### src/hdl/twb_pkg.sv
// Package of constants, APB register map and types for the two-wire bus block
// Behaviour
// - First byte: 7-bit address, direction bit
// - Receiver acknowledges with SDA low
// - Master: START, address, bytes, acks, STOP
// - Transmitter drives byte, receiver drives acknowledge
// - Lines only pulled low or released
// - Master starts only on free bus
// - Lost SDA while master: become slave
// - Master waits for SCL actually high
// - Timeout timer reloads high, counts low
// - Bus free after ten idle source periods
// - Pending START issued on free timeout
// - Byte interrupt after ack tx, before rx
// - Interrupt on START sent, slave STOP
// - Enable bit enables master and slave
// - Inhibit: NACK addresses, no slave interrupts
// - Inhibit takes effect at next START
// - Two-bit select picks overflow source
// - Source used as master or free timeout
// - Master SCL low, high at least one period
// - Typical bit rate one third overflow rate
package twb_pkg;
  localparam logic [11:0] TWB_CFG_OFS = 12'h000;
  localparam logic [11:0] TWB_CTL_OFS = 12'h004;
  localparam logic [11:0] TWB_DAT_OFS = 12'h008;
  localparam logic [11:0] TWB_ADR_OFS = 12'h00c;
  // Configuration bit positions
  localparam int TWB_CFG_EN = 7;
  localparam int TWB_CFG_INH = 6;
  localparam int TWB_CFG_BUSY = 5;
  localparam int TWB_CFG_TOE = 3;
  localparam int TWB_CFG_FTE = 2;
  // Control bit positions
  localparam int TWB_CTL_MASTER = 7;
  localparam int TWB_CTL_TXMODE = 6;
  localparam int TWB_CTL_STA = 5;
  localparam int TWB_CTL_STO = 4;
  localparam int TWB_CTL_ACKRQ = 3;
  localparam int TWB_CTL_ARBLOST = 2;
  localparam int TWB_CTL_ACK = 1;
  localparam int TWB_CTL_SI = 0;
  localparam logic [7:0] TWB_CFG_RST = 8'h00;
  localparam logic [7:0] TWB_CTL_RST = 8'h00;
  localparam logic [6:0] TWB_OWN_ADDR_RST = 7'h00;
  localparam logic [3:0] TWB_FREE_PERIODS = 4'ha;
  localparam logic [1:0] TWB_LOW_PERIODS = 2'h1;
  localparam logic [1:0] TWB_HIGH_PERIODS = 2'h2;
  typedef struct packed {
    logic scl;
    logic sda;
  } twb_line_t;
  typedef enum logic [6:0] {
    ST_IDLE = 7'h01,
    ST_START = 7'h02,
    ST_BIT = 7'h04,
    ST_WAIT = 7'h08,
    ST_ACK = 7'h10,
    ST_STOP = 7'h20,
    ST_SLV = 7'h40
  } twb_state_t;
endpackage : twb_pkg

### src/hdl/twb_ctrl.sv
// Two-wire bus controller, master and slave, with APB register access
//
// The register addresses and register access over APB are this design's own decisions.
`timescale 1ns/100ps
`default_nettype none
module twb_ctrl
  import twb_pkg::*;
(
  input wire logic CLK_SYS,
  input wire logic SRST,
  input wire logic PSEL,
  input wire logic PENABLE,
  input wire logic PWRITE,
  input wire logic [11:0] PADDR,
  input wire logic [31:0] PWDATA,
  output logic [31:0] PRDATA,
  output logic PREADY,
  output logic PSLVERR,
  input wire logic [3:0] TMR_OVF,
  output logic TOUT_RELOAD,
  output logic IRQ,
  input wire logic SCL_I,
  input wire logic SDA_I,
  output logic SCL_O,
  output logic SCL_OE,
  output logic SDA_O,
  output logic SDA_OE
);
  // Two-flop synchronisers on pins and timer overflows
  twb_line_t s1_reg, s2_reg, s3_reg;
  logic [3:0] t1_reg, t2_reg, t3_reg;
  always_ff @(posedge CLK_SYS) begin
    s1_reg <= '{scl: SCL_I, sda: SDA_I};
    s2_reg <= s1_reg;
    s3_reg <= s2_reg;
    t1_reg <= TMR_OVF;
    t2_reg <= t1_reg;
    t3_reg <= t2_reg;
  end
  logic [7:0] cfg_reg, cfg_next;
  logic [7:0] ctl_reg, ctl_next;
  logic [7:0] dat_reg, dat_next;
  logic [6:0] own_reg, own_next;
  twb_state_t st_reg, st_next;
  logic [2:0] bit_reg, bit_next;
  logic [1:0] ph_reg, ph_next;
  logic [3:0] free_reg, free_next;
  logic busy_reg, busy_next;
  logic inh_reg, inh_next;
  logic scl_reg, scl_next, sda_reg, sda_next;
  logic rx_reg, rx_next;
  logic [31:0] prd_reg, prd_next;
  logic rdy_reg, rdy_next;
  logic tick, start_det, stop_det, scl_rise, scl_fall, en;
  logic wr, rd, idle_hi, addr_match;
  // Source overflow picked by two select bits
  assign tick = t2_reg[cfg_reg[1:0]] & ~t3_reg[cfg_reg[1:0]];
  assign scl_rise = s2_reg.scl & ~s3_reg.scl;
  assign scl_fall = ~s2_reg.scl & s3_reg.scl;
  assign start_det = s3_reg.scl & s2_reg.scl & s3_reg.sda & ~s2_reg.sda;
  assign stop_det = s3_reg.scl & s2_reg.scl & ~s3_reg.sda & s2_reg.sda;
  assign en = cfg_reg[TWB_CFG_EN];
  assign idle_hi = s2_reg.scl & s2_reg.sda;
  assign wr = PSEL & PENABLE & PWRITE & ~rdy_reg;
  assign rd = PSEL & PENABLE & ~PWRITE & ~rdy_reg;
  assign addr_match = (dat_reg[7:1] == own_reg);
  // Register, bus state and shifter next values
  always_comb begin
    cfg_next = cfg_reg;
    ctl_next = ctl_reg;
    dat_next = dat_reg;
    own_next = own_reg;
    st_next = st_reg;
    bit_next = bit_reg;
    ph_next = ph_reg;
    free_next = free_reg;
    busy_next = busy_reg;
    inh_next = inh_reg;
    scl_next = scl_reg;
    sda_next = sda_reg;
    rx_next = rx_reg;
    prd_next = 32'h0000_0000;
    rdy_next = PSEL & PENABLE & ~rdy_reg;
    // Bus busy tracking and free timeout
    if (start_det) begin
      busy_next = 1'b1;
      inh_next = cfg_reg[TWB_CFG_INH];
    end
    if (!idle_hi || !cfg_reg[TWB_CFG_FTE]) begin
      free_next = 4'h0;
    end else if (tick && free_reg != TWB_FREE_PERIODS) begin
      free_next = free_reg + 4'h1;
    end
    if (stop_det) begin
      busy_next = 1'b0;
    end else if (tick && idle_hi && free_reg == TWB_FREE_PERIODS) begin
      busy_next = 1'b0;
    end
    unique case (st_reg)
      ST_IDLE: begin
        scl_next = 1'b1;
        sda_next = 1'b1;
        ph_next = 2'h0;
        // Pending START waits for a free bus
        if (ctl_reg[TWB_CTL_STA] && !busy_reg && !ctl_reg[TWB_CTL_SI]) begin
          st_next = ST_START;
          sda_next = 1'b0;
          busy_next = 1'b1;
        end else if (start_det) begin
          st_next = ST_SLV;
          bit_next = 3'h7;
          rx_next = 1'b1;
          ctl_next[TWB_CTL_MASTER] = 1'b0;
        end
      end
      ST_START: begin
        // SDA held low until the next tick, then SCL falls
        if (tick) begin
          scl_next = 1'b0;
          st_next = ST_WAIT;
          ctl_next[TWB_CTL_MASTER] = 1'b1;
          ctl_next[TWB_CTL_TXMODE] = 1'b1;
          ctl_next[TWB_CTL_STA] = 1'b0;
          ctl_next[TWB_CTL_SI] = 1'b1;
          rx_next = 1'b0;
        end
      end
      ST_WAIT: begin
        // Software holds the bus with SCL low until it clears the flag
        if (!ctl_reg[TWB_CTL_SI]) begin
          if (ctl_reg[TWB_CTL_STO]) begin
            st_next = ST_STOP;
            sda_next = 1'b0;
            ph_next = 2'h0;
          end else begin
            st_next = ST_BIT;
            bit_next = 3'h7;
            ph_next = 2'h0;
            rx_next = ~ctl_reg[TWB_CTL_TXMODE];
            sda_next = ctl_reg[TWB_CTL_TXMODE] ? dat_reg[7] : 1'b1;
          end
        end
      end
      ST_BIT, ST_ACK: begin
        // One tick low, wait for real high, two ticks high
        if (ph_reg == 2'h0) begin
          if (tick) begin
            scl_next = 1'b1;
            ph_next = 2'h1;
          end
        end else if (ph_reg == 2'h1) begin
          if (s2_reg.scl) begin
            ph_next = 2'h2;
          end
        end else if (ph_reg == 2'h2) begin
          if (tick) begin
            ph_next = 2'h3;
          end
        end else if (tick) begin
          scl_next = 1'b0;
          ph_next = 2'h0;
          if (st_reg == ST_BIT) begin
            dat_next = {dat_reg[6:0], s2_reg.sda};
            if (bit_reg == 3'h0) begin
              st_next = ST_ACK;
              // Receiver: interrupt before acknowledge
              sda_next = rx_reg ? ~ctl_reg[TWB_CTL_ACK] : 1'b1;
              if (rx_reg) begin
                ctl_next[TWB_CTL_SI] = 1'b1;
                ctl_next[TWB_CTL_ACKRQ] = 1'b1;
                st_next = ST_WAIT;
                sda_next = 1'b1;
              end
            end else begin
              bit_next = bit_reg - 3'h1;
              sda_next = rx_reg ? 1'b1 : dat_reg[6];
            end
          end else begin
            // Transmitter: interrupt after acknowledge seen
            sda_next = 1'b1;
            st_next = ST_WAIT;
            ctl_next[TWB_CTL_SI] = 1'b1;
            if (!rx_reg) begin
              ctl_next[TWB_CTL_ACK] = ~s2_reg.sda;
            end
          end
        end
        // Released SDA seen low while sending: arbitration lost
        if (st_reg == ST_BIT && !rx_reg && ph_reg == 2'h2 && sda_reg &&
            !s2_reg.sda) begin
          st_next = ST_SLV;
          scl_next = 1'b1;
          sda_next = 1'b1;
          bit_next = bit_reg;
          ctl_next[TWB_CTL_MASTER] = 1'b0;
          ctl_next[TWB_CTL_ARBLOST] = 1'b1;
          ctl_next[TWB_CTL_SI] = 1'b1;
        end
      end
      ST_STOP: begin
        // SCL released first, then SDA rises while SCL high
        if (tick) begin
          if (ph_reg == 2'h0) begin
            scl_next = 1'b1;
            ph_next = 2'h1;
          end else if (s2_reg.scl) begin
            sda_next = 1'b1;
            st_next = ST_IDLE;
            ctl_next[TWB_CTL_STO] = 1'b0;
            ctl_next[TWB_CTL_MASTER] = 1'b0;
          end
        end
      end
      ST_SLV: begin
        // Slave address receive, answered per inhibit state
        if (scl_rise) begin
          dat_next = {dat_reg[6:0], s2_reg.sda};
        end
        if (scl_fall) begin
          if (sda_reg == 1'b0) begin
            sda_next = 1'b1;
            bit_next = 3'h7;
          end else if (bit_reg == 3'h0) begin
            if (addr_match && !inh_reg && rx_reg) begin
              sda_next = 1'b0;
              ctl_next[TWB_CTL_SI] = 1'b1;
              ctl_next[TWB_CTL_TXMODE] = dat_reg[0];
            end
            rx_next = 1'b0;
          end else begin
            bit_next = bit_reg - 3'h1;
          end
        end
        if (stop_det) begin
          st_next = ST_IDLE;
          if (!inh_reg && !rx_reg) begin
            ctl_next[TWB_CTL_SI] = 1'b1;
          end
        end else if (!busy_reg) begin
          // Free timeout ends an abandoned frame so a pending START can go
          st_next = ST_IDLE;
        end
      end
      default: st_next = ST_IDLE;
    endcase
    // APB writes; software may clear the flag only while it is set, so a hardware set of a clear flag in the same cycle is kept
    if (wr && PADDR == TWB_CFG_OFS) begin
      cfg_next = PWDATA[7:0] & 8'hdf;
    end
    if (wr && PADDR == TWB_CTL_OFS) begin
      ctl_next[TWB_CTL_STA] = PWDATA[TWB_CTL_STA];
      ctl_next[TWB_CTL_STO] = PWDATA[TWB_CTL_STO];
      ctl_next[TWB_CTL_ACK] = PWDATA[TWB_CTL_ACK];
      if (!PWDATA[TWB_CTL_SI] && !ctl_next[TWB_CTL_SI] == 1'b0 &&
          ctl_reg[TWB_CTL_SI]) begin
        ctl_next[TWB_CTL_SI] = 1'b0;
        ctl_next[TWB_CTL_ACKRQ] = 1'b0;
        ctl_next[TWB_CTL_ARBLOST] = 1'b0;
      end
    end
    if (wr && PADDR == TWB_DAT_OFS) begin
      dat_next = PWDATA[7:0];
    end
    if (wr && PADDR == TWB_ADR_OFS) begin
      own_next = PWDATA[6:0];
    end
    if (rd) begin
      unique case (PADDR)
        TWB_CFG_OFS: prd_next = {24'h0, cfg_reg[7:6], busy_reg, cfg_reg[4:0]};
        TWB_CTL_OFS: prd_next = {24'h0, ctl_reg};
        TWB_DAT_OFS: prd_next = {24'h0, dat_reg};
        TWB_ADR_OFS: prd_next = {25'h0, own_reg};
        default: prd_next = 32'h0000_0000;
      endcase
    end
    // Disable drops the frame, busy and control flags and frees the lines
    if (!en) begin
      st_next = ST_IDLE;
      scl_next = 1'b1;
      sda_next = 1'b1;
      busy_next = 1'b0;
      free_next = 4'h0;
      ctl_next = TWB_CTL_RST;
    end
  end
  // All state registers
  always_ff @(posedge CLK_SYS) begin
    if (SRST) begin
      cfg_reg <= TWB_CFG_RST;
      ctl_reg <= TWB_CTL_RST;
      dat_reg <= 8'h00;
      own_reg <= TWB_OWN_ADDR_RST;
      st_reg <= ST_IDLE;
      bit_reg <= 3'h7;
      ph_reg <= 2'h0;
      free_reg <= 4'h0;
      busy_reg <= 1'b0;
      inh_reg <= 1'b0;
      scl_reg <= 1'b1;
      sda_reg <= 1'b1;
      rx_reg <= 1'b0;
      prd_reg <= 32'h0000_0000;
      rdy_reg <= 1'b0;
      TOUT_RELOAD <= 1'b1;
      IRQ <= 1'b0;
    end else begin
      cfg_reg <= cfg_next;
      ctl_reg <= ctl_next;
      dat_reg <= dat_next;
      own_reg <= own_next;
      st_reg <= st_next;
      bit_reg <= bit_next;
      ph_reg <= ph_next;
      free_reg <= free_next;
      busy_reg <= busy_next;
      inh_reg <= inh_next;
      scl_reg <= scl_next;
      sda_reg <= sda_next;
      rx_reg <= rx_next;
      prd_reg <= prd_next;
      rdy_reg <= rdy_next;
      TOUT_RELOAD <= ~cfg_reg[TWB_CFG_TOE] | s2_reg.scl;
      // Follows the flag's next value so it drops with a disable
      IRQ <= ctl_next[TWB_CTL_SI];
    end
  end
  // Open-drain outputs: only ever drive low
  assign SCL_O = 1'b0;
  assign SDA_O = 1'b0;
  assign SCL_OE = ~scl_reg;
  assign SDA_OE = ~sda_reg;
  assign PRDATA = prd_reg;
  assign PREADY = rdy_reg;
  assign PSLVERR = 1'b0;
endmodule : twb_ctrl
`default_nettype wire

### config.mk
export PLATFORM = sky130hd
export DESIGN_NAME = twb_ctrl
export DESIGN_NICKNAME = d
export VERILOG_FILES = /design/src/hdl/twb_pkg.sv /design/src/hdl/twb_ctrl.sv
export SDC_FILE = /design/constraint.sdc
export NUM_CORES = 1
export LEC_CHECK = 0
export BUFFER_PORTS_ARGS = -buffer_cell sky130_fd_sc_hd__buf_2
export CORE_ASPECT_RATIO = 0.7
export CORE_MARGIN = 8
export CORE_UTILIZATION = 37
export DETAILED_ROUTE_END_ITERATION = 12
export PLACE_DENSITY = 0.69
export SLEW_MARGIN = 25
export SYNTH_ARGS = -nofsm -noshare
export SYNTH_HDL_FRONTEND = slang
export SYNTH_SLANG_ARGS = --single-unit
### constraint.sdc
create_clock -name CLK_SYS -period 3.3 [get_ports CLK_SYS]
set_input_delay 0.66 -clock CLK_SYS [delete_from_list [all_inputs] [get_ports CLK_SYS]]
set_output_delay 0.66 -clock CLK_SYS [all_outputs]
set_load 0.1 [all_outputs]
Word level (Yosys, flattened, before mapping)
Cells that the tools add are included.

operators by class
  bitwise operators = 29
  reduce and logical (&&, ||, !) cells = 58
  equality and inequality tests = 59
  add/subtract/negate cells = 2
  multiplexer cells = 145
  $lt $le $gt $ge = 1

operator list
  cell                                             number
  2-to-1 mux 7 bit                                 16
  2-to-1 mux 1 bit                                 76
  2-to-1 mux 8 bit                                 7
  2-to-1 mux 3 bit                                 15
  inequality test 3 bit (second input constant)    14
  one-hot mux 7 bit (6 select lines)               1
  inequality test 2 bit (second input constant)    20
  one-hot mux 8 bit (4 select lines)               1
  2-to-1 mux 2 bit                                 15
  == test 12 x 4 -> 1 bit (second input constant)  2
  inequality test 4 bit (second input constant)    6
  AND reduction 12 bit                             2
  AND reduction 7 bit                              3
  logical AND 1 bit                                18
  one-hot mux 8 bit (2 select lines)               1
  nonzero test 4 bit                               4
  bitwise AND 1 bit                                15
  NOT 1 bit                                        13
  == test 12 x 3 -> 1 bit (second input constant)  1
  zero test 12 bit                                 1
  2-to-1 mux 6 bit                                 2
  one-hot mux 1 bit (4 select lines)               3
  one-hot mux 3 bit (4 select lines)               1
  AND reduction 6 bit                              2
  36 further kinds                                 55

word-level totals
  input bits = 55
  bits in registers = 103
  logic and storage cells = 325
  output and inout bits = 40

Logic depth before layout (Yosys ltp)
Gate-level depths: netlist of the first run.

  word-level depth = 14
  mapped depth = 9
  depth with buffers taken out = 8

Worst setup path before layout of the first run
No wires, ideal clock.

  kind = input to register
  from = in PADDR[5]
  to = reg cfg_reg[7]
  stages = 7
  buffers on the path = 1
  arrival time = 2.371 ns
  data required time = 3.172 ns
  slack = 0.801 ns
  setup time = 0.128 ns
  cell sequence = or4_1 > nor3_1 > and4_1 > nor3b_1 > clkbuf_1 > mux2i_1 > nor2_1

on the way
  longest elaborated chain between the ends = 2

RTL lines
  what                  RTL line         source
  start, declared       twb_ctrl.sv:14   input wire logic [11:0] PADDR,
  zero test 12 bit      twb_ctrl.sv:247  if (wr && PADDR == TWB_CFG_OFS) begin
  logical AND 1 bit     twb_ctrl.sv:247
  end signal, assigned  twb_ctrl.sv:307  cfg_reg <= cfg_next;
  end, declared         twb_ctrl.sv:40   logic [7:0] cfg_reg, cfg_next;

No other way between the ends.
A chain may end at the register's enable or synchronous reset.

Final worst setup path of the first run
  from = reg st_reg[2]
  to = reg bit_reg[2]

on the way
  longest elaborated chain between the ends = 7
  elaborated cells between the ends (all ways) = 24
  classes of those cells = 16 x eq/ne; 1 x mux; 7 x reduce/logical

RTL lines
  what                                    RTL line                                          source
  start, declared                         twb_ctrl.sv:44                                    twb_state_t st_reg, st_next;
  start signal, assigned                  twb_ctrl.sv:311                                   st_reg <= st_next;
  == test 7 x 3 -> 1 bit                  twb_ctrl.sv:99, twb_ctrl.sv:162, twb_ctrl.sv:189
  logical AND 1 bit (4 in a row)          twb_ctrl.sv:189                                   if (st_reg == ST_BIT && !rx_reg && ph_reg == 2'h2 && sda_reg &&
  inequality test 2 bit (no source line)  --
  AND reduction 12 bit (no source line)   --
  end signal, assigned                    twb_ctrl.sv:312                                   bit_reg <= bit_next;
  end, declared                           twb_ctrl.sv:45                                    logic [2:0] bit_reg, bit_next;

Several ways; a longest one is shown, not always the timed one.

==> reports/qor.yml, run 1 <==
outcome:
  outcome: "finished, final reports clean"
setup_path:
  worstPathRequired_ps: 3530
  timing.rr.end: "bit_reg[2]$_SDFFE_PP1P_"
  crit_start: "st_reg[2]$_SDFFE_PP0P_"
  cp_max_fo: 15
  end_kind: "flip-flop"
  worst_r2r_path_depth: 6
  r2r-start: "st_reg[2]$_SDFFE_PP0P_"
  path_class: "flip-flop to flip-flop"
  r2r_setup_slack_ps: 480
  critPathArrivalTime_ps: 3060
  start_kind: "flip-flop"
floorplanning:
  dieArea_sq_um: 15420
  start_util: 0.3743
  dieWidth_microns: 145.0
  rows: 33
  die_h_microns: 106.3
  placeableCoreArea_sq_um: 11520
  ioPinCount: 95
placement:
  pre_cts_slack_ps: 529.7
  post-dp-hpwl_microns: 9329
  post_dp_cell_area_sq_um: 4564
  gp_congestion: 0.9644
  port_buffers: 43
synthesis:
  ys.flop_type: "dfxtp_1"
  syn_inst: 475
  synth_compound_area_frac: 0.1358
  synth-simple-area-share: 0.2388
  syn_area_per_cell_sq_um: 9.077
  async_flop_share: 0
  synth_edf_count: 0
  synth_mux_area_frac: 0.1190
  synth_area_leaders: "dfxtp_1 37%, mux2i_1 7.2%, buf_4 5.0%"
  synthAdderAreaFrac: 0.02612
  yosys.area_share.xor_xnor: 0.02438
  syn_area_sq_um: 4312
  synth_area_leader_cell: "dfxtp_1"
  ys_seq_elements: 79
  synth_top_family_by_area: "simple AND/OR/NAND/NOR gates"
  yosysWarningCount: 0
  ys_seq_area_frac: 0.3668
  synth_top_area_share: 0.3668
  ys_types: 67
route:
  drt_pre_antenna_iters: 5
  post-route-drc-count: 0
  ant_nets: 0
  vias_per_cell: 5.488
  vias: 3710
  first_iter_violations: 384
  wl_microns: 12300
  wl_per_cell_microns: 18.19
pwr:
  p_per_area_nw_per_um2: 439.2
  vdd_drop_max_uv: 303.8
  leakage_nw: 1.921
global_routing:
  first_global_vias: 3622
  antenna_found_initial: 0
  grt_pass1_wl_microns: 19870
  grt.total_usage: 0.1617
  grt-ovfl-total: 0
  grt_max_degree: 31
timing:
  finalSetupTns_ps: 0
  hold_slack_ps: 326.6
  fin_crit_ps: 2825
  maxSlewViolCount: 0
  fin_skew_ps: 6.993
  hold_viol_final: 0
  final.period_utilization: 0.8560
  fmax_mhz: 354.0
  setup_viol: 0
  timing.final.ws_setup_ps: 475.3
  rsz0062_at_grt: "false"
  slew_headroom: 0.4842
  tightest_slew_ps: 763.0
cells_and_area:
  seqCellArea_sq_um: 1582
  area_delta_synth_final_pct: 12.39
  multi_input_area_sq_um: 2447
  final_area_sq_um: 4846
  layout_common_cells: "79 x dfxtp_1, 48 x nor2_1, 43 x buf_2"
  fill_cells: 1136
  postLayoutCoreUtil: 0.4207
  layout-drive-gt1-share: 0.1773
  nets: 578
  n_antenna_cell: 0
  layout_commonest_cell: "dfxtp_1"
flow_run:
  cap_violations: 0
clocking:
  cts_buffers: 9
  clockRootBuffer: "clkbuf_16"
  cts_resized: 0
  hold_buffers: 0
  cts_buffer_depth: 2
  insertion_delay_ps: 350
  postCtsSetupRepairBufs: 0
  clk_pin_slew_ps: 60
  cts_tree: "built"
  cts_num_sinks: 79
  htreeDepth: 3
worst_hold_path:
  holdCritStartpoint: "s1_reg[1]$_DFF_P_"
  hold_path.class: "flip-flop to flip-flop"
  hold_depth: 0
  whs_endpoint: "s2_reg[1]$_DFF_P_"
-- worst max-delay path by stage --
stage | to | slack (ps) | depth (start not counted)
2_1_floorplan | cfg_reg[7]$_SDFFE_PP0P_ | 800 | 7
5_1_grt | bit_reg[2]$_SDFFE_PP1P_ | 370 | 6
3_5_place_dp | bit_reg[2]$_SDFFE_PP1P_ | 530 | 6
4_1_cts | bit_reg[2]$_SDFFE_PP1P_ | 510 | 6
6_report | bit_reg[2]$_SDFFE_PP1P_ | 480 | 6
3_3_place_gp | bit_reg[2]$_SDFFE_PP1P_ | 610 | 6
-- per-layer routing --
metal	wire, microns	track usage
met1	5911	0.2305
met2	4955	0.2178
met3	1313	0.06364
met4	117	0.04637
met5	0	0
-- worst max-delay path, cell delays in order (launching register included) --
cell      delay (ps)
dfxtp_1          650
or3b_2           550
nor2_2           200
or4b_4           510
a211oi_4         410
nand2_1          100
a221o_1          290
-- synth_stat cells, types with 3 or more instances --
library cell,n
a2111oi_0,3
a211oi_1,5
a21oi_1,22
a31oi_1,5
and3_1,5
buf_4,29
buf_6,4
clkbuf_1,16
dfxtp_1,79
ha_1,9
inv_1,13
mux2i_1,31
mux4_2,9
nand2_1,22
nand2b_1,13
nand3_1,14
nand3b_1,3
nand4_1,4
nor2_1,48
nor2b_1,17
nor3_1,16
nor3b_1,8
nor4_1,8
o211ai_1,3
o21ai_0,12
o2bb2ai_1,8
o31ai_1,3
or3_1,4
or3b_2,4
or4_1,4
xor2_1,10
-- cells by family (layout without fill, tap and decap cells) --
| kind of cell | after synthesis | after routing |
|---|---|---|
| adders and majority gates | 9 | 9 |
| xor gates and xnor gates | 12 | 12 |
| and+or+nand+nor | 187 | 187 |
| AOI/OAI and AO/OA | 83 | 83 |
| buffers and inverters | 64 | 82 |
| DFF | 79 | 79 |
| muxes | 40 | 40 |
| other | 1 | 27 |
-- area by class of cell --
| type | count | area share |
|---|---|---|
| multi-input combinational | 358 | 0.5050 |
| inverter | 13 | 0.01007 |
| clock inverter | 6 | 0.008779 |
| clock buffer | 10 | 0.04932 |
| tap | 157 | 0.04054 |
| timing repair buffer | 53 | 0.05990 |
| sequential | 79 | 0.3264 |
-- where the power goes --
group          switching (mW)  internal, mW
clock                   0.411         0.532
sequential             0.0108         0.966
combinational           0.177        0.0304
total                   0.599          1.53
-- stage by stage --
| stage | power (mW) | cells |
|---|---|---|
| after global placement | 1.202 | 660 |
| after floorplan | 1.194 | 501 |
| after detailed placement | 1.204 | 660 |
| after CTS | 2.148 | 676 |
| final | 2.128 | 676 |
| after global routing | 2.197 | 676 |
Note: power is estimated with default switching activity, not from simulation.
==> run 2, diff against run 1 <==
- clock period: 3.3 -> 3.5 ns (I/O delays scaled with it)
==> run 2 against run 1 <==
  * First-iteration DRC count is 9.6% higher
  * Largest power group is now clock
  * Die area stayed put
  * Cell area is 0.88% higher
  * Global-route usage is 0.26 points lower
  * Via count is 0.75% higher
  * Non-clock buffer count is 1 lower
  * Combinational power is 7% lower
  * Clock power is 9% higher
==> reports/qor.yml, run 2 (synthesis gave the netlist of run 1 again) <==
setup_path:
  end_kind: "flip-flop"
  critPathArrivalTime_ps: 3160  # +100 ps
  start_kind: "flip-flop"
  worstPathRequired_ps: 3740  # +210 ps
  path_class: "flip-flop to flip-flop"
  cp_max_fo: 10  # -5
timing:
  fmax_mhz: 343.2  # -3.1%
  fin_skew_ps: 5.243  # -1.750 ps
  slew_headroom: 0.4958  # +0.01158
  finalSetupTns_ps: 0  # unchanged
  maxSlewViolCount: 0  # unchanged
  fin_crit_ps: 2914  # +89.41 ps
  hold_viol_final: 0  # unchanged
  setup_viol: 0  # unchanged
  tightest_slew_ps: 745.8  # -17.13 ps
  final.period_utilization: 0.8326  # -0.02337
  rsz0062_at_grt: "false"
pwr:
  vdd_drop_max_uv: 267.5  # -12%
  p_per_area_nw_per_um2: 438.5  # -0.15%
  leakage_nw: 1.939  # +0.93%
placement:
  post-dp-hpwl_microns: 9163  # -1.8%
  gp_congestion: 0.9409  # -2.4%
  dp.cells: 659  # -0.15%
  port_buffers: 43  # unchanged
global_routing:
  grt-ovfl-total: 0  # unchanged
  grt_max_degree: 31  # unchanged
  grt_pass1_wl_microns: 19660  # -1.1%
  grt.total_usage: 0.1591  # -0.002556
  first_global_vias: 3645  # +0.64%
  antenna_found_initial: 0  # unchanged
floorplanning:
  dieArea_sq_um: 15420  # unchanged
  ioPinCount: 95  # unchanged
  start_util: 0.3743  # unchanged
  placeableCoreArea_sq_um: 11520  # unchanged
  die_h_microns: 106.3  # unchanged
  rows: 33  # unchanged
  dieWidth_microns: 145.0  # unchanged
cells_and_area:
  n_antenna_cell: 0  # unchanged
  layout-drive-gt1-share: 0.1757  # -0.001588
  layout_commonest_cell: "dfxtp_1"
  area_delta_synth_final_pct: 13.38
  final_cells: 675  # -0.15%
  nets: 577  # -0.17%
  layout_common_cells: "79 x dfxtp_1, 48 x nor2_1, 43 x buf_2"
clocking:
  cts_num_sinks: 79  # unchanged
  cts_buffers: 9  # unchanged
  htreeDepth: 3  # unchanged
  postCtsSetupRepairBufs: 0  # unchanged
  clk_pin_slew_ps: 60  # about the same
  clockRootBuffer: "clkbuf_16"
  cts_tree: "built"
  insertion_delay_ps: 340  # about the same
  cts_buffer_depth: 2  # unchanged
  cts_resized: 0  # unchanged
  hold_buffers: 0  # unchanged
outcome:
  outcome: "finished, final reports clean"
route:
  ant_nets: 0  # unchanged
  dr.max_layer_used: "met4"
  wl_microns: 12300  # unchanged
  vias: 3738  # +0.75%
  route.met2.wl_microns: 4998  # +0.87%
  first_iter_violations: 421  # +9.6%
  drt_pre_antenna_iters: 7  # +2
  wl_met1_microns: 5888  # -0.39%
  vias_per_cell: 5.538  # +0.90%
  post-route-drc-count: 0  # unchanged
  wl_per_cell_microns: 18.22  # +0.15%
  wl_met3_microns: 1229  # -6.4%
worst_hold_path:
  hold_path.class: "flip-flop to flip-flop"
flow_run:
  cap_violations: 0  # unchanged
[run 2: changes by cell type in the layout (fill, tap and decap cells not counted), sizes merged]
cell    delta
inv        -1
buf        -1
bufinv     +2
clkinv     -1
[run 2: final cells by class]
cell class / instances / area (sq um)
Fill cell: 1168 / 6631
Multi-Input combinational cell: 358 / 2447
Sequential cell: 79 / 1582
Timing Repair Buffer: 52 / 282.8
Clock buffer: 10 / 239.0
Tap cell: 157 / 196.4
Clock inverter: 6 / 92.59
Inverter: 13 / 48.80
[run 2: path summary, 6_finish.rpt]
kind,from,endpoint,slack [ps],cells past startpoint
hold reg to reg,t1_reg[1]$_DFF_P_,t2_reg[1]$_DFF_P_,330,0
hold / removal,t1_reg[1]$_DFF_P_,t2_reg[1]$_DFF_P_,330,0
setup / recovery,st_reg[6]$_SDFFE_PP0P_,ph_reg[0]$_SDFFE_PP0P_,590,6
setup reg to reg,st_reg[6]$_SDFFE_PP0P_,ph_reg[0]$_SDFFE_PP0P_,590,6
[run 2: per-layer routing]
| layer | vias up | GRT usage |
|---|---|---|
| met2 | 188 | 0.2247 |
| met4 | 0 | 0.05834 |
| met1 | 1788 | 0.2198 |
| met3 | 19 | 0.05091 |
| met5 | - | 0.01875 |
| li1 | 1743 | - |
[run 2: power by group]
part / switching (mW) / internal, mW
sequential: 0.0104 / 0.911
combinational: 0.167 / 0.0279
clock: 0.380 / 0.647
[run 2: worst max-delay path, stage by stage, from the launching register on]
cell and delay [ps]:
dfxtp_1 410, or4_2 760, nor3b_1 620, nor3_1 130, a211oi_1 530, nor2_1 100, a311oi_1 260
[run 2: through the flow]
step / worst slack [ps] / total power, mW / util / instance area (sq um) / hold WS, ps
after floorplan: 960.9 / 1.126 / - / 4409 / 309.6
after global placement: 715.4 / 1.132 / 0.3956 / 4557 / 310.5
after detailed placement: 695.3 / 1.133 / 0.3956 / 4557 / 312.8
after CTS: 672.5 / 2.167 / 0.4244 / 4888 / 327.2
after global routing: 375.8 / 2.210 / 0.4244 / 4888 / 329.5
final: 585.9 / 2.144 / 0.4244 / 4888 / 325.1
==> run 3, diff against run 2 <==
- clock period: 3.5 -> 3 ns (I/O delays scaled with it)
==> run 3 against run 2 <==
  * Non-clock buffer count rose by 7
  * Count of clock-buffer cells in the layout fell by 1
  * Global-route usage rose by 0.44 points
  * Sequential cell count did not move
  * Combinational power rose by 20%
  * Sequential share of layout area fell by 0.058 points
  * Maximum frequency rose by 8.0%
  * Largest cell class unchanged
==> reports/qor.yml, run 3 (synthesis gave the netlist of run 1 again) <==
outcome:
  outcome: "finished, final reports clean"
clocking:
  clk_pin_slew_ps: 60  # about the same
  htreeDepth: 3  # unchanged
  cts_buffer_depth: 2  # unchanged
  cts_resized: 0  # unchanged
  cts_num_sinks: 79  # unchanged
  clockRootBuffer: "clkbuf_16"
  cts_buffers: 9  # unchanged
  postCtsSetupRepairBufs: 0  # unchanged
  hold_buffers: 0  # unchanged
  cts_tree: "built"
  insertion_delay_ps: 340  # about the same
placement:
  post-dp-hpwl_microns: 9337  # +1.9%
  gp_congestion: 0.9119  # -3.1%
  port_buffers: 43  # unchanged
  pre_cts_slack_ps: 291.1  # -404.2 ps
  post_dp_cell_area_sq_um: 4609  # +1.2%
route:
  wl_microns: 12570  # +2.2%
  drt_pre_antenna_iters: 6  # -1
  vias: 3839  # +2.7%
  wl_per_cell_microns: 18.44  # +1.2%
  post-route-drc-count: 0  # unchanged
  ant_nets: 0  # unchanged
  first_iter_violations: 540  # +28%
  vias_per_cell: 5.629  # +1.6%
setup_path:
  critPathArrivalTime_ps: 2930  # -230 ps
  r2r_setup_slack_ps: 300  # -280 ps
  path_class: "flip-flop to flip-flop"
  r2r-start: "st_reg[6]$_SDFFE_PP0P_"
  crit_start: "st_reg[6]$_SDFFE_PP0P_"
  end_kind: "flip-flop"
  cp_max_fo: 10  # unchanged
  start_kind: "flip-flop"
  worstPathRequired_ps: 3230  # -510 ps
timing:
  rsz0062_at_grt: "false"
  final.period_utilization: 0.8996  # +0.06699
  fin_crit_ps: 2699  # -215.3 ps
  finalSetupTns_ps: 0  # unchanged
  maxSlewViolCount: 0  # unchanged
  hold_viol_final: 0  # unchanged
  setup_viol: 0  # unchanged
  slew_headroom: 0.5857  # +0.08990
  fin_skew_ps: 8.514  # +3.271 ps
  fmax_mhz: 370.5  # +8.0%
  tightest_slew_ps: 615.8  # -130.0 ps
  hold_slack_ps: 326.3  # +1.276 ps
  timing.final.ws_setup_ps: 301.2  # -284.7 ps
cells_and_area:
  layout-drive-gt1-share: 0.1867  # +0.01099
  n_antenna_cell: 0  # unchanged
  seqCellArea_sq_um: 1582  # unchanged
  layout_common_cells: "79 x dfxtp_1, 48 x nor2_1, 43 x buf_2"
  final_area_sq_um: 4897  # +0.18%
  layout_commonest_cell: "dfxtp_1"
  nets: 584  # +1.2%
  area_delta_synth_final_pct: 13.58
  multi_input_area_sq_um: 2447  # unchanged
  fill_cells: 1139  # -2.5%
global_routing:
  first_global_vias: 3824  # +4.9%
  antenna_found_initial: 0  # unchanged
  grt-ovfl-total: 0  # unchanged
  grt.total_usage: 0.1635  # +0.004392
  grt_pass1_wl_microns: 20340  # +3.5%
  grt_max_degree: 31  # unchanged
pwr:
  p_clk_frac: 0.453  # -0.026
  netSwitchingPower_uw: 707.6  # +27%
  netSwitchingFraction: 0.2964  # +0.03646
  p_per_area_nw_per_um2: 487.5  # +11%
  internal-power_mw: 1.680  # +5.9%
  pwr-share-comb: 0.098  # +0.007
  vdd_drop_max_uv: 249.3  # -6.8%
  leakage_nw: 1.964  # +1.3%
  power_mw: 2.387  # +11%
  p_seq_frac: 0.449  # +0.019
worst_hold_path:
  hold_path.class: "flip-flop to flip-flop"
  holdCritStartpoint: "t1_reg[3]$_DFF_P_"
floorplanning:
  rows: 33  # unchanged
  ioPinCount: 95  # unchanged
  start_util: 0.3743  # unchanged
  dieArea_sq_um: 15420  # unchanged
  placeableCoreArea_sq_um: 11520  # unchanged
  die_h_microns: 106.3  # unchanged
  dieWidth_microns: 145.0  # unchanged
flow_run:
  cap_violations: 0  # unchanged
## run 3: cell types whose count changed in the layout (fill, tap and decap cells not counted), sizes merged
cell      delta
buf          +7
inv          +5
bufinv       -2
clkinvlp     -2
clkbuf       -1
## run 3: power by group through the flow
stage / Sequential [mW] / Combinational [mW] / Clock, mW
floorplan: 1.09 / 0.219 / 0
global placement: 1.10 / 0.228 / 0
detailed placement: 1.10 / 0.229 / 0
CTS: 1.07 / 0.230 / 1.10
global route: 1.07 / 0.241 / 1.14
finish: 1.07 / 0.233 / 1.08
## run 3: worst paths after layout
check                             to  depth (start not counted)
max          bit_reg[2]$_SDFFE_PP1P_                          6
max reg2reg  bit_reg[2]$_SDFFE_PP1P_                          6
min reg2reg        t2_reg[3]$_DFF_P_                          0
min                t2_reg[3]$_DFF_P_                          0
## run 3: worst max-delay path, cell delays in order, from the launching register on
cell,delay [ps]
dfxtp_1,420
or4_4,670
nor2_2,220
or4b_4,500
a211oi_4,390
nand2_1,100
a221o_1,290
## run 3: per-layer routing
| metal | vias up | global-route usage | part of all wire |
|---|---|---|---|
| met5 | - | 0 | 0 |
| met4 | 0 | 0.04862 | 0.014 |
| met3 | 21 | 0.05558 | 0.10 |
| met2 | 215 | 0.2447 | 0.43 |
| met1 | 1853 | 0.2188 | 0.45 |
| li1 | 1750 | - | - |
## run 3: layout make-up
type,instances,area share
flip-flops and latches,79,0.3229
multi-input cells,358,0.4997
well taps,157,0.04011
clock buffers,9,0.04599
clock inverters,7,0.01277
inverters,13,0.009964
repair buffers,59,0.06847
## run 3: stage by stage
stage	util	cells
2_1_floorplan	-	501
6_report	0.4251	682
5_1_grt	0.4251	682
3_5_place_dp	0.4001	666
3_3_place_gp	0.4001	666
4_1_cts	0.4251	682
